### config.mk
export PLATFORM = sky130hd
export DESIGN_NAME = ext_data_access
export DESIGN_NICKNAME = d
export VERILOG_FILES = /design/src/hdl/ext_access_pkg.sv /design/src/hdl/pointer_bank.sv /design/src/hdl/ext_data_access.sv
export SDC_FILE = /design/constraint.sdc
export NUM_CORES = 2
export LEC_CHECK = 0
export CORE_AREA = 2 2 433 328
export CTS_CLUSTER_SIZE = 12
export DETAILED_ROUTE_END_ITERATION = 12
export DIE_AREA = 0 0 435 330
export DONT_BUFFER_PORTS = 1
export PLACE_DENSITY = 0.79
export SYNTH_ARGS = -nofsm -noshare
export SYNTH_HDL_FRONTEND = slang
export SYNTH_SLANG_ARGS = --single-unit
### constraint.sdc
create_clock -name clk_i -period 3.2 [get_ports clk_i]
set_input_delay 0.32 -clock clk_i [delete_from_list [all_inputs] [get_ports clk_i]]
set_output_delay 0.32 -clock clk_i [all_outputs]
set_load 0.01 [all_outputs]
### src/hdl/ext_access_pkg.sv
package ext_access_pkg;

	// ==========================================================
	// Special-function register map
	localparam logic [7:0] SFR_PTR0_LOW = 8'h82;
	localparam logic [7:0] SFR_PTR0_HIGH = 8'h83;
	localparam logic [7:0] SFR_PTR1_LOW = 8'h84;
	localparam logic [7:0] SFR_PTR1_HIGH = 8'h85;
	localparam logic [7:0] SFR_PTR_SEL = 8'h86;
	localparam logic [7:0] SFR_CLOCK_CTRL = 8'h8e;

	// ==========================================================
	// Field positions and reset values
	localparam int STRETCH_LSB = 0;
	localparam int STRETCH_MSB = 2;
	localparam int PTR_SEL_BIT = 0;
	localparam logic [7:0] CLOCK_CTRL_RESET = 8'h01;
	localparam logic PTR_SEL_RESET = 1'b0;
	localparam logic [15:0] PTR_RESET = 16'h0000;

	// ==========================================================
	// Timing counts, in clocks except XMOVE_BASE_MC, in machine cycles
	localparam int CNT_W = 6;
	localparam logic [1:0] MC_LAST_PHASE = 2'h3;
	localparam logic [CNT_W-1:0] CLOCKS_PER_MC = 6'h04;
	localparam logic [CNT_W-1:0] XMOVE_BASE_MC = 6'h02;
	localparam logic [CNT_W-1:0] ALE_CLOCKS = 6'h02;
	localparam logic [CNT_W-1:0] FETCH_STROBE_START = 6'h02;
	localparam logic [CNT_W-1:0] XMOVE_STROBE_START = 6'h04;
	localparam logic [CNT_W-1:0] STROBE_MIN_CLOCKS = 6'h02;

	// ==========================================================
	// Internal scratchpad
	localparam int SCRATCH_BYTES = 256;

	// ==========================================================
	// Carriers
	typedef struct packed {
		logic ale;
		logic psen_n;
		logic rd_n;
		logic wr_n;
		logic [7:0] high_addr;
	} bus_ctl_t;

	typedef struct packed {
		logic write;
		logic use_ptr;
		logic [7:0] ri_addr;
		logic [7:0] page;
		logic [7:0] wdata;
	} xmove_req_t;

	typedef struct packed {
		logic load;
		logic inc;
		logic [15:0] value;
	} ptr_op_t;

	typedef enum logic [1:0] {
		SEQ_IDLE,
		SEQ_FETCH,
		SEQ_XMOVE
	} seq_state_t;

endpackage : ext_access_pkg

### src/hdl/pointer_bank.sv
`timescale 1ns/1ps
`default_nettype none

module pointer_bank (
	input wire logic clk_i,
	input wire logic rst_i,
	input wire logic [7:0] sfr_addr_i,
	input wire logic sfr_wr_i,
	input wire logic [7:0] sfr_wdata_i,
	input wire ext_access_pkg::ptr_op_t ptr_op_i,
	output logic sel_o,
	output logic [15:0] ptr0_o,
	output logic [15:0] ptr1_o,
	output logic [15:0] active_o
);
	import ext_access_pkg::*;

	logic [15:0] ptr_q [2];
	logic sel_q;

	// ==========================================================
	// Select bit; upper bits are not stored so an increment toggles it
	always_ff @(posedge clk_i) begin
		if (rst_i) begin
			sel_q <= PTR_SEL_RESET;
		end else if (sfr_wr_i && sfr_addr_i == SFR_PTR_SEL) begin
			sel_q <= sfr_wdata_i[PTR_SEL_BIT];
		end
	end

	// ==========================================================
	// Two pointers; direct byte writes hit a fixed pointer, core ops the selected one
	for (genvar g = 0; g < 2; g++) begin : g_ptr
		localparam logic [7:0] LOW_ADDR = (g == 0) ? SFR_PTR0_LOW : SFR_PTR1_LOW;
		localparam logic [7:0] HIGH_ADDR = (g == 0) ? SFR_PTR0_HIGH : SFR_PTR1_HIGH;
		localparam logic SEL_VAL = (g == 0) ? 1'b0 : 1'b1;
		always_ff @(posedge clk_i) begin
			if (rst_i) begin
				ptr_q[g] <= PTR_RESET;
			end else if (sfr_wr_i && sfr_addr_i == LOW_ADDR) begin
				ptr_q[g][7:0] <= sfr_wdata_i;
			end else if (sfr_wr_i && sfr_addr_i == HIGH_ADDR) begin
				ptr_q[g][15:8] <= sfr_wdata_i;
			end else if (sel_q == SEL_VAL && ptr_op_i.load) begin
				ptr_q[g] <= ptr_op_i.value;
			end else if (sel_q == SEL_VAL && ptr_op_i.inc) begin
				ptr_q[g] <= ptr_q[g] + 16'h0001;
			end
		end
	end

	assign sel_o = sel_q;
	assign ptr0_o = ptr_q[0];
	assign ptr1_o = ptr_q[1];
	assign active_o = ptr_q[sel_q];

endmodule : pointer_bank

`default_nettype wire

### src/hdl/ext_data_access.sv
`timescale 1ns/1ps
`default_nettype none

module ext_data_access (
	input wire logic clk_i,
	input wire logic rst_i,
	// Special-function register port
	input wire logic [7:0] sfr_addr_i,
	input wire logic sfr_wr_i,
	input wire logic [7:0] sfr_wdata_i,
	output logic [7:0] sfr_rdata_o,
	output logic sfr_hit_o,
	// Core pointer operations
	input wire ext_access_pkg::ptr_op_t ptr_op_i,
	output logic [15:0] data_pointer_o,
	// Program fetch request
	input wire logic fetch_req_i,
	input wire logic [15:0] fetch_addr_i,
	output logic fetch_ready_o,
	output logic fetch_done_o,
	output logic [7:0] fetch_data_o,
	// External data move request
	input wire logic xmove_req_i,
	input wire ext_access_pkg::xmove_req_t xmove_i,
	output logic xmove_ready_o,
	output logic xmove_done_o,
	output logic [7:0] xmove_rdata_o,
	// Scratchpad
	input wire logic [7:0] scratch_addr_i,
	input wire logic scratch_wr_i,
	input wire logic [7:0] scratch_wdata_i,
	output logic [7:0] scratch_rdata_o,
	// Machine cycle phase for the core
	output logic [1:0] mc_phase_o,
	// Pins
	input wire logic [7:0] addr_data_port_i,
	output logic [7:0] addr_data_port_o,
	output logic addr_data_port_oe_n_o,
	output ext_access_pkg::bus_ctl_t bus_ctl_o
);
	import ext_access_pkg::*;

	// ==========================================================
	// Decode helpers
	function automatic logic is_sfr(input logic [7:0] a);
		is_sfr = (a == SFR_PTR0_LOW) || (a == SFR_PTR0_HIGH) || (a == SFR_PTR1_LOW)
			|| (a == SFR_PTR1_HIGH) || (a == SFR_PTR_SEL) || (a == SFR_CLOCK_CTRL);
	endfunction : is_sfr

	function automatic logic [CNT_W-1:0] strobe_len(input logic [2:0] s);
		strobe_len = (s == 3'h0) ? STROBE_MIN_CLOCKS : (CLOCKS_PER_MC * {3'h0, s});
	endfunction : strobe_len

	// ==========================================================
	// Clock control register
	logic [7:0] clock_ctrl_q;
	logic [2:0] stretch;

	always_ff @(posedge clk_i) begin
		if (rst_i) begin
			clock_ctrl_q <= CLOCK_CTRL_RESET;
		end else if (sfr_wr_i && sfr_addr_i == SFR_CLOCK_CTRL) begin
			clock_ctrl_q <= sfr_wdata_i;
		end
	end

	assign stretch = clock_ctrl_q[STRETCH_MSB:STRETCH_LSB];

	// ==========================================================
	// Data pointers
	logic ptr_sel;
	logic [15:0] ptr0;
	logic [15:0] ptr1;
	logic [15:0] ptr_active;

	pointer_bank u_pointer_bank (
		.clk_i(clk_i),
		.rst_i(rst_i),
		.sfr_addr_i(sfr_addr_i),
		.sfr_wr_i(sfr_wr_i),
		.sfr_wdata_i(sfr_wdata_i),
		.ptr_op_i(ptr_op_i),
		.sel_o(ptr_sel),
		.ptr0_o(ptr0),
		.ptr1_o(ptr1),
		.active_o(ptr_active)
	);

	assign data_pointer_o = ptr_active;

	// ==========================================================
	// Register read mux; unmapped addresses read zero and drop the hit flag
	always_comb begin
		sfr_hit_o = is_sfr(sfr_addr_i);
		case (sfr_addr_i)
			SFR_PTR0_LOW: sfr_rdata_o = ptr0[7:0];
			SFR_PTR0_HIGH: sfr_rdata_o = ptr0[15:8];
			SFR_PTR1_LOW: sfr_rdata_o = ptr1[7:0];
			SFR_PTR1_HIGH: sfr_rdata_o = ptr1[15:8];
			SFR_PTR_SEL: sfr_rdata_o = {7'h00, ptr_sel};
			SFR_CLOCK_CTRL: sfr_rdata_o = clock_ctrl_q;
			default: sfr_rdata_o = 8'h00;
		endcase
	end

	// ==========================================================
	// Scratchpad, the only on-chip memory; program space is all off-chip
	logic [7:0] scratch_q [SCRATCH_BYTES];
	logic [7:0] scratch_rdata_q;

	always_ff @(posedge clk_i) begin
		if (scratch_wr_i) begin
			scratch_q[scratch_addr_i] <= scratch_wdata_i;
		end
	end

	always_ff @(posedge clk_i) begin
		if (rst_i) begin
			scratch_rdata_q <= 8'h00;
		end else begin
			scratch_rdata_q <= scratch_q[scratch_addr_i];
		end
	end

	assign scratch_rdata_o = scratch_rdata_q;

	// ==========================================================
	// Free-running machine cycle phase
	logic [1:0] phase_q;

	always_ff @(posedge clk_i) begin
		if (rst_i) begin
			phase_q <= 2'h0;
		end else begin
			phase_q <= phase_q + 2'h1;
		end
	end

	assign mc_phase_o = phase_q;

	// ==========================================================
	// Bus sequencer
	seq_state_t state_q;
	logic [CNT_W-1:0] cnt_q;
	logic [CNT_W-1:0] len_q;
	logic [CNT_W-1:0] strobe_start_q;
	logic [CNT_W-1:0] strobe_end_q;
	logic [15:0] addr_q;
	logic [7:0] wdata_q;
	logic write_q;
	logic last_clk;
	logic seq_free;
	logic take_xmove;
	logic take_fetch;

	assign last_clk = (state_q != SEQ_IDLE) && (cnt_q == len_q - 6'h01);
	// New work only starts on a machine cycle boundary, so every access is whole cycles
	assign seq_free = ((state_q == SEQ_IDLE) || last_clk) && (phase_q == MC_LAST_PHASE);
	assign xmove_ready_o = seq_free;
	assign fetch_ready_o = seq_free && !xmove_req_i;
	assign take_xmove = seq_free && xmove_req_i;
	assign take_fetch = seq_free && fetch_req_i && !xmove_req_i;

	always_ff @(posedge clk_i) begin
		if (rst_i) begin
			state_q <= SEQ_IDLE;
			cnt_q <= 6'h00;
			len_q <= CLOCKS_PER_MC;
			strobe_start_q <= FETCH_STROBE_START;
			strobe_end_q <= CLOCKS_PER_MC;
			addr_q <= 16'h0000;
			wdata_q <= 8'h00;
			write_q <= 1'b0;
		end else if (take_xmove) begin
			state_q <= SEQ_XMOVE;
			cnt_q <= 6'h00;
			// Stretch is sampled once here, so a rewrite mid-move waits for the next one
			len_q <= CLOCKS_PER_MC * ({3'h0, stretch} + XMOVE_BASE_MC);
			strobe_start_q <= XMOVE_STROBE_START;
			strobe_end_q <= XMOVE_STROBE_START + strobe_len(stretch);
			addr_q <= xmove_i.use_ptr ? ptr_active : {xmove_i.page, xmove_i.ri_addr};
			wdata_q <= xmove_i.wdata;
			write_q <= xmove_i.write;
		end else if (take_fetch) begin
			state_q <= SEQ_FETCH;
			cnt_q <= 6'h00;
			len_q <= CLOCKS_PER_MC;
			strobe_start_q <= FETCH_STROBE_START;
			strobe_end_q <= CLOCKS_PER_MC;
			addr_q <= fetch_addr_i;
			write_q <= 1'b0;
		end else if (last_clk) begin
			state_q <= SEQ_IDLE;
			cnt_q <= 6'h00;
		end else if (state_q != SEQ_IDLE) begin
			cnt_q <= cnt_q + 6'h01;
		end
	end

	// ==========================================================
	// Pin drive, registered one clock behind the sequencer
	logic in_strobe;
	logic in_ale;
	bus_ctl_t bus_q;
	logic [7:0] port_out_q;
	logic port_oe_n_q;

	assign in_strobe = (state_q != SEQ_IDLE) && (cnt_q >= strobe_start_q) && (cnt_q < strobe_end_q);
	assign in_ale = (state_q != SEQ_IDLE) && (cnt_q < ALE_CLOCKS);

	always_ff @(posedge clk_i) begin
		if (rst_i) begin
			bus_q <= '{ale: 1'b0, psen_n: 1'b1, rd_n: 1'b1, wr_n: 1'b1, high_addr: 8'h00};
		end else begin
			bus_q.ale <= in_ale;
			bus_q.psen_n <= !(in_strobe && state_q == SEQ_FETCH);
			bus_q.rd_n <= !(in_strobe && state_q == SEQ_XMOVE && !write_q);
			bus_q.wr_n <= !(in_strobe && state_q == SEQ_XMOVE && write_q);
			if (state_q != SEQ_IDLE) begin
				bus_q.high_addr <= addr_q[15:8];
			end
		end
	end

	// Low address goes out under the latch pulse, then the port carries write data or floats
	always_ff @(posedge clk_i) begin
		if (rst_i) begin
			port_out_q <= 8'h00;
			port_oe_n_q <= 1'b1;
		end else if (in_ale) begin
			port_out_q <= addr_q[7:0];
			port_oe_n_q <= 1'b0;
		end else if (state_q == SEQ_XMOVE && write_q && cnt_q <= strobe_end_q) begin
			port_out_q <= wdata_q;
			port_oe_n_q <= 1'b0;
		end else begin
			port_oe_n_q <= 1'b1;
		end
	end

	assign bus_ctl_o = bus_q;
	assign addr_data_port_o = port_out_q;
	assign addr_data_port_oe_n_o = port_oe_n_q;

	// ==========================================================
	// Read capture; pin data passes two flops, so sampling trails the strobe by two clocks
	logic [7:0] port_meta_q;
	logic [7:0] port_sync_q;
	logic [1:0] cap_arm_q;
	logic [1:0] cap_kind_q;
	logic cap_arm;
	logic [7:0] fetch_data_q;
	logic [7:0] xmove_rdata_q;
	logic fetch_done_q;
	logic xmove_done_q;

	assign cap_arm = in_strobe && (cnt_q == strobe_end_q - 6'h01) && !write_q;

	always_ff @(posedge clk_i) begin
		if (rst_i) begin
			port_meta_q <= 8'h00;
			port_sync_q <= 8'h00;
		end else begin
			port_meta_q <= addr_data_port_i;
			port_sync_q <= port_meta_q;
		end
	end

	always_ff @(posedge clk_i) begin
		if (rst_i) begin
			cap_arm_q <= 2'h0;
			cap_kind_q <= 2'h0;
		end else begin
			cap_arm_q <= {cap_arm_q[0], cap_arm};
			cap_kind_q <= {cap_kind_q[0], state_q == SEQ_XMOVE};
		end
	end

	always_ff @(posedge clk_i) begin
		if (rst_i) begin
			fetch_data_q <= 8'h00;
			xmove_rdata_q <= 8'h00;
			fetch_done_q <= 1'b0;
			xmove_done_q <= 1'b0;
		end else begin
			fetch_done_q <= cap_arm_q[1] && !cap_kind_q[1];
			xmove_done_q <= (cap_arm_q[1] && cap_kind_q[1]) || (last_clk && state_q == SEQ_XMOVE && write_q);
			if (cap_arm_q[1] && !cap_kind_q[1]) begin
				fetch_data_q <= port_sync_q;
			end
			if (cap_arm_q[1] && cap_kind_q[1]) begin
				xmove_rdata_q <= port_sync_q;
			end
		end
	end

	assign fetch_done_o = fetch_done_q;
	assign fetch_data_o = fetch_data_q;
	assign xmove_done_o = xmove_done_q;
	assign xmove_rdata_o = xmove_rdata_q;

endmodule : ext_data_access

`default_nettype wire

==> results <==
- On the worst path, the slowest cell contributes a delay of 1.47 ns.
- When the netlist entered floorplanning its net count stood at 4702.
- The capturing instance or port of the critical path is scratch_rdata_o[4]$_SDFF_PP0_.
- The final cell count without fillers is 7017.
- The effective utilization at floorplan is 62.6%.
- The first routing iteration left 8520 violations.
- The setup path with the least slack is of type in -> reg.
- Once detail routing completed, the nets flagged for antenna violations numbered 0.
- The leakage power of the design is 31.9 nW.
- The count of filler cells inserted in the layout is 8069.
- The leading cell type by number of instances after synthesis is sky130_fd_sc_hd__edfxtp_1.
- The largest fanout on the critical path is 565.
- The net switching power is 11.7 mW.
- Summed over all instances, the cell type with the most area after synthesis is sky130_fd_sc_hd__edfxtp_1.
- The first global-routing pass estimated 339 mm of wire.
- The largest individual stage delay along the critical path comes from the cell sky130_fd_sc_hd__mux4_2.
- Wires add up to 237 mm.
- The internal power summed over all cells is 44.7 mW.
- The largest net degree at the start of global routing is 566.
- Global routing finished with a remaining overflow of 0.
- Static timing analysis puts the maximum clock frequency at 247 MHz.
- The kind of path behind the tightest hold check is in -> reg.
- In this run the core area contains 119 standard-cell rows.
- The number of remaining DRC errors is 0.
- The clock arrives with 0.0256 ns of skew.
- The standard cell core area is 139000 µm².
- Counting cells, the worst reg-to-reg path comes to 7.
- The clock passes through at most 3 buffers.
- Counting buffers and inverters, the worst setup path is 7 cells deep.
- Counting both buffers and inverters, the worst setup path holds a total of 1.
- The number of vias per cell is 7.02.
- The endpoint arrival time on the critical path is 4.78 ns.
- The initial antenna violation count is 9.
- The final weighted congestion in routability-driven placement is 0.923.
- The cell class contributing the biggest share of worst-path delay is multiplexers.
- The post-synthesis cell count is 4580.
- After detailed placement, the design holds a cell count of 6577.
- Of the total power, the share spent switching nets is 20.8%.
- The number of distinct standard cells referenced by the synthesized netlist is 78.
- Yosys attributes the largest share of cell area to sky130_fd_sc_hd__edfxtp_1, sky130_fd_sc_hd__mux4_2, sky130_fd_sc_hd__dfxtp_1.
- Final hold analysis gives a worst-case slack of -0.416 ns.
- In this run the tool buffered the top-level ports with 0 buffer cells.
- The routed design could run at a clock period as short as 4.05 ns.
- Setup total negative slack on the finished layout was measured at -4.41 ns.
- Clock-pin slew was measured on the worst setup and hold paths at 0.06 ns.
- The slack of the worst reg-to-reg path is -0.11 ns.
- STA classifies the critical path endpoint as a register.
- During synthesis, Yosys emitted a total of 0 warnings.
- After synthesis the netlist holds a flip-flop and latch count of 2203.
- The share of cells above drive strength 1 is 23.1%.
- The final count of hold timing violations was 1110.
- The signal on the critical path passes through mux4_2 -> o211ai_1 -> nand3_1 -> nor2_1 -> o31a_1 -> a311oi_1 -> dlygate4sd3_1.
- The slack of the critical path is -0.846 ns.
- The proportion of synthesized flip-flops having asynchronous set or reset is 0%.
- The tightest slew margin relative to the limit is -83.2%.
- The clock tree from TritonCTS is done.
- The number of slew-limit violations in the final report is 312.
- The count of endpoints failing setup in the final report is 31.
- The clock net sink count is 2203.
- The clock share of power is 39.3%.
- The mean post-synth cell area is 19.1 µm².
- STA classifies the critical path startpoint as a primary input.
- By count the netlist is led by sky130_fd_sc_hd__edfxtp_1, sky130_fd_sc_hd__mux4_2, sky130_fd_sc_hd__nor2_1, sky130_fd_sc_hd__nand2_1, sky130_fd_sc_hd__mux2i_1.
- The synthesized area is 87300 µm².
- The power after layout is 56.4 mW.
- The H-tree level count is 4.
- The tree is rooted in a sky130_fd_sc_hd__clkbuf_16.
- The leading register cell type out of synthesis is sky130_fd_sc_hd__edfxtp_1.
- The peak supply drop is 0.623 mV.
- The number of global-route vias before repair came to 48100.
- The capture point of the worst reg-to-reg path is scratch_rdata_o[5]$_SDFF_PP0_.
- At the pin with the least slew margin, the transition time is 2.75 ns.
- The final reports fail on negative hold slack, max-slew violations, negative setup slack.
- In this run, synthesis inferred 2080 flip-flops with an integrated enable.
- The register area share after synthesis is 74.4%.
- The clock insertion delay at the later pin of the skew report is 0.86 ns.
- The worst endpoint required time is 3.94 ns.
- Setup repair after global routing left no endpoint under its margin.
- The number of clock buffers added by TritonCTS is 206.
- The critical path starts at scratch_addr_i[1].
- The power share of the sequential group is 56.3%.
- For this block, the via count after detailed routing is 49300.
- The die covers 144000 µm².
- The buffer count from post-CTS setup fixing is 0.
- The number of top-level pins is 182.
- The die is 435 µm wide.
- Dividing total power by cell area gives a power density of 573 nW/µm².
- In this run the critical register-to-register path is launched from scratch_q[191][5]$_DFFE_PP_.
- After detailed routing, the average wire length per cell comes to 33.8 µm.
- The number of maximum-capacitance violations is 0.
- The power share of the combinational group is 4.4%.
- The global router's overall resource usage is 33.0%.
- The number of search-and-repair iterations in the first detailed-routing pass is 8.
- Summed over all nets, the half-perimeter wirelength after detailed placement is 133 mm.
- The area fraction of the dominant cell type after synthesis is 71.6%.
- The final layout contains 5161 nets.
- The flow ran to the end, but the final reports show violations.
- From synthesis to final layout, the design area changed by 12.8%.
- The worst slack at placement is 0.0855 ns.
- The ratio of final minimum period to clock period is 126%.
- The overall die height is 330 µm.
flip-flops by register name (all words and copies together) (netlist names), 12 cells and up, named ones only:
name and flops:
scratch_q 2048, u_pointer_bank.ptr_q 32, addr_q 16, bus_ctl_o 12
per-stage QoR:
step	cell area, µm²	util [%]
6_report	98500	70.7
2_1_floorplan	87300	-
3_5_place_dp	91200	65.5
4_1_cts	98300	70.6
3_3_place_gp	91200	65.5
5_1_grt	98500	70.6
area by class of cell:
| type | instances | area (µm²) | share of cell area, % |
|---|---|---|---|
| timing repair buffer | 536 | 4480 | 4.55 |
| antenna | 6 | 15.0 | 0.0152 |
| multi-input combinational | 2072 | 20800 | 21.1 |
| sequential | 2203 | 64900 | 65.9 |
| clock buffer | 278 | 5460 | 5.54 |
| tap | 1875 | 2350 | 2.38 |
| clock inverter | 27 | 353 | 0.358 |
| inverter | 20 | 77.6 | 0.0788 |
worst min path at each step:
| stage | start | endpoint | slack (ns) | cells after the start |
|---|---|---|---|---|
| 5_1_grt | scratch_wdata_i[0] | scratch_q[53][0]$_DFFE_PP_ | -0.44 | 0 |
| 2_1_floorplan | cap_arm_q[0]$_SDFF_PP0_ | cap_arm_q[1]$_SDFF_PP0_ | 0.41 | 1 |
| 6_report | scratch_wdata_i[0] | scratch_q[53][0]$_DFFE_PP_ | -0.42 | 0 |
| 3_5_place_dp | rst_i | bus_ctl_o[3]$_SDFFE_PP0N_ | 0.40 | 1 |
| 4_1_cts | scratch_wdata_i[5] | scratch_q[55][5]$_DFFE_PP_ | -0.46 | 0 |
| 3_3_place_gp | rst_i | wdata_q[7]$_SDFFE_PP0P_ | 0.40 | 1 |
power by group through the flow:
stage / registers (mW) / logic (mW) / clock network, mW
finish: 31.8 / 2.47 / 22.2
global route: 31.7 / 2.47 / 23.3
CTS: 31.7 / 2.19 / 22.3
detailed placement: 32.4 / 1.99 / 0
global placement: 32.3 / 1.96 / 0
floorplan: 32.3 / 1.67 / 0
layout by cell type, fill, tap and decap left out, types with 30 or more instances in the layout:
master                          count
sky130_fd_sc_hd__dlygate4sd3_1    124
sky130_fd_sc_hd__edfxtp_1        2080
sky130_fd_sc_hd__nand2_1          245
sky130_fd_sc_hd__a22oi_1           84
sky130_fd_sc_hd__mux2i_1          203
sky130_fd_sc_hd__nand3_1           91
sky130_fd_sc_hd__a211oi_1          30
sky130_fd_sc_hd__nor3_1            68
sky130_fd_sc_hd__nor2_1           293
sky130_fd_sc_hd__o21ai_0           48
sky130_fd_sc_hd__buf_4            403
sky130_fd_sc_hd__nor2b_1           43
sky130_fd_sc_hd__clkbuf_16        206
sky130_fd_sc_hd__dfxtp_1          123
sky130_fd_sc_hd__mux4_2           487
sky130_fd_sc_hd__clkbuf_1          67
sky130_fd_sc_hd__a21oi_1          121
what timing repair did:
action                                  in CTS  in global routing
endpoints found under the setup margin       0                  3
resized for setup                            0                  2
endpoints found under the hold margin     2222               1774
hold buffers                               126                  4
metal layers:
metal	wire length, µm	GRT usage, %	share of wire [%]
met5	139	0	0.059
met3	34900	10.8	15
met4	12000	15.3	5.0
met2	106000	47.7	44
met1	84800	46.5	36
logic make-up after synthesis:
family          count (synthesis)  share of synthesized area, %
compound gates                462                          3.62
fa+ha+maj                      16                         0.229
buf+inv                       305                          1.85
simple gates                  835                          4.24
flops                        2203                          74.4
xor+xnor                       42                         0.422
mux                           717                          15.2
Power figures use the tool's default switching activity.
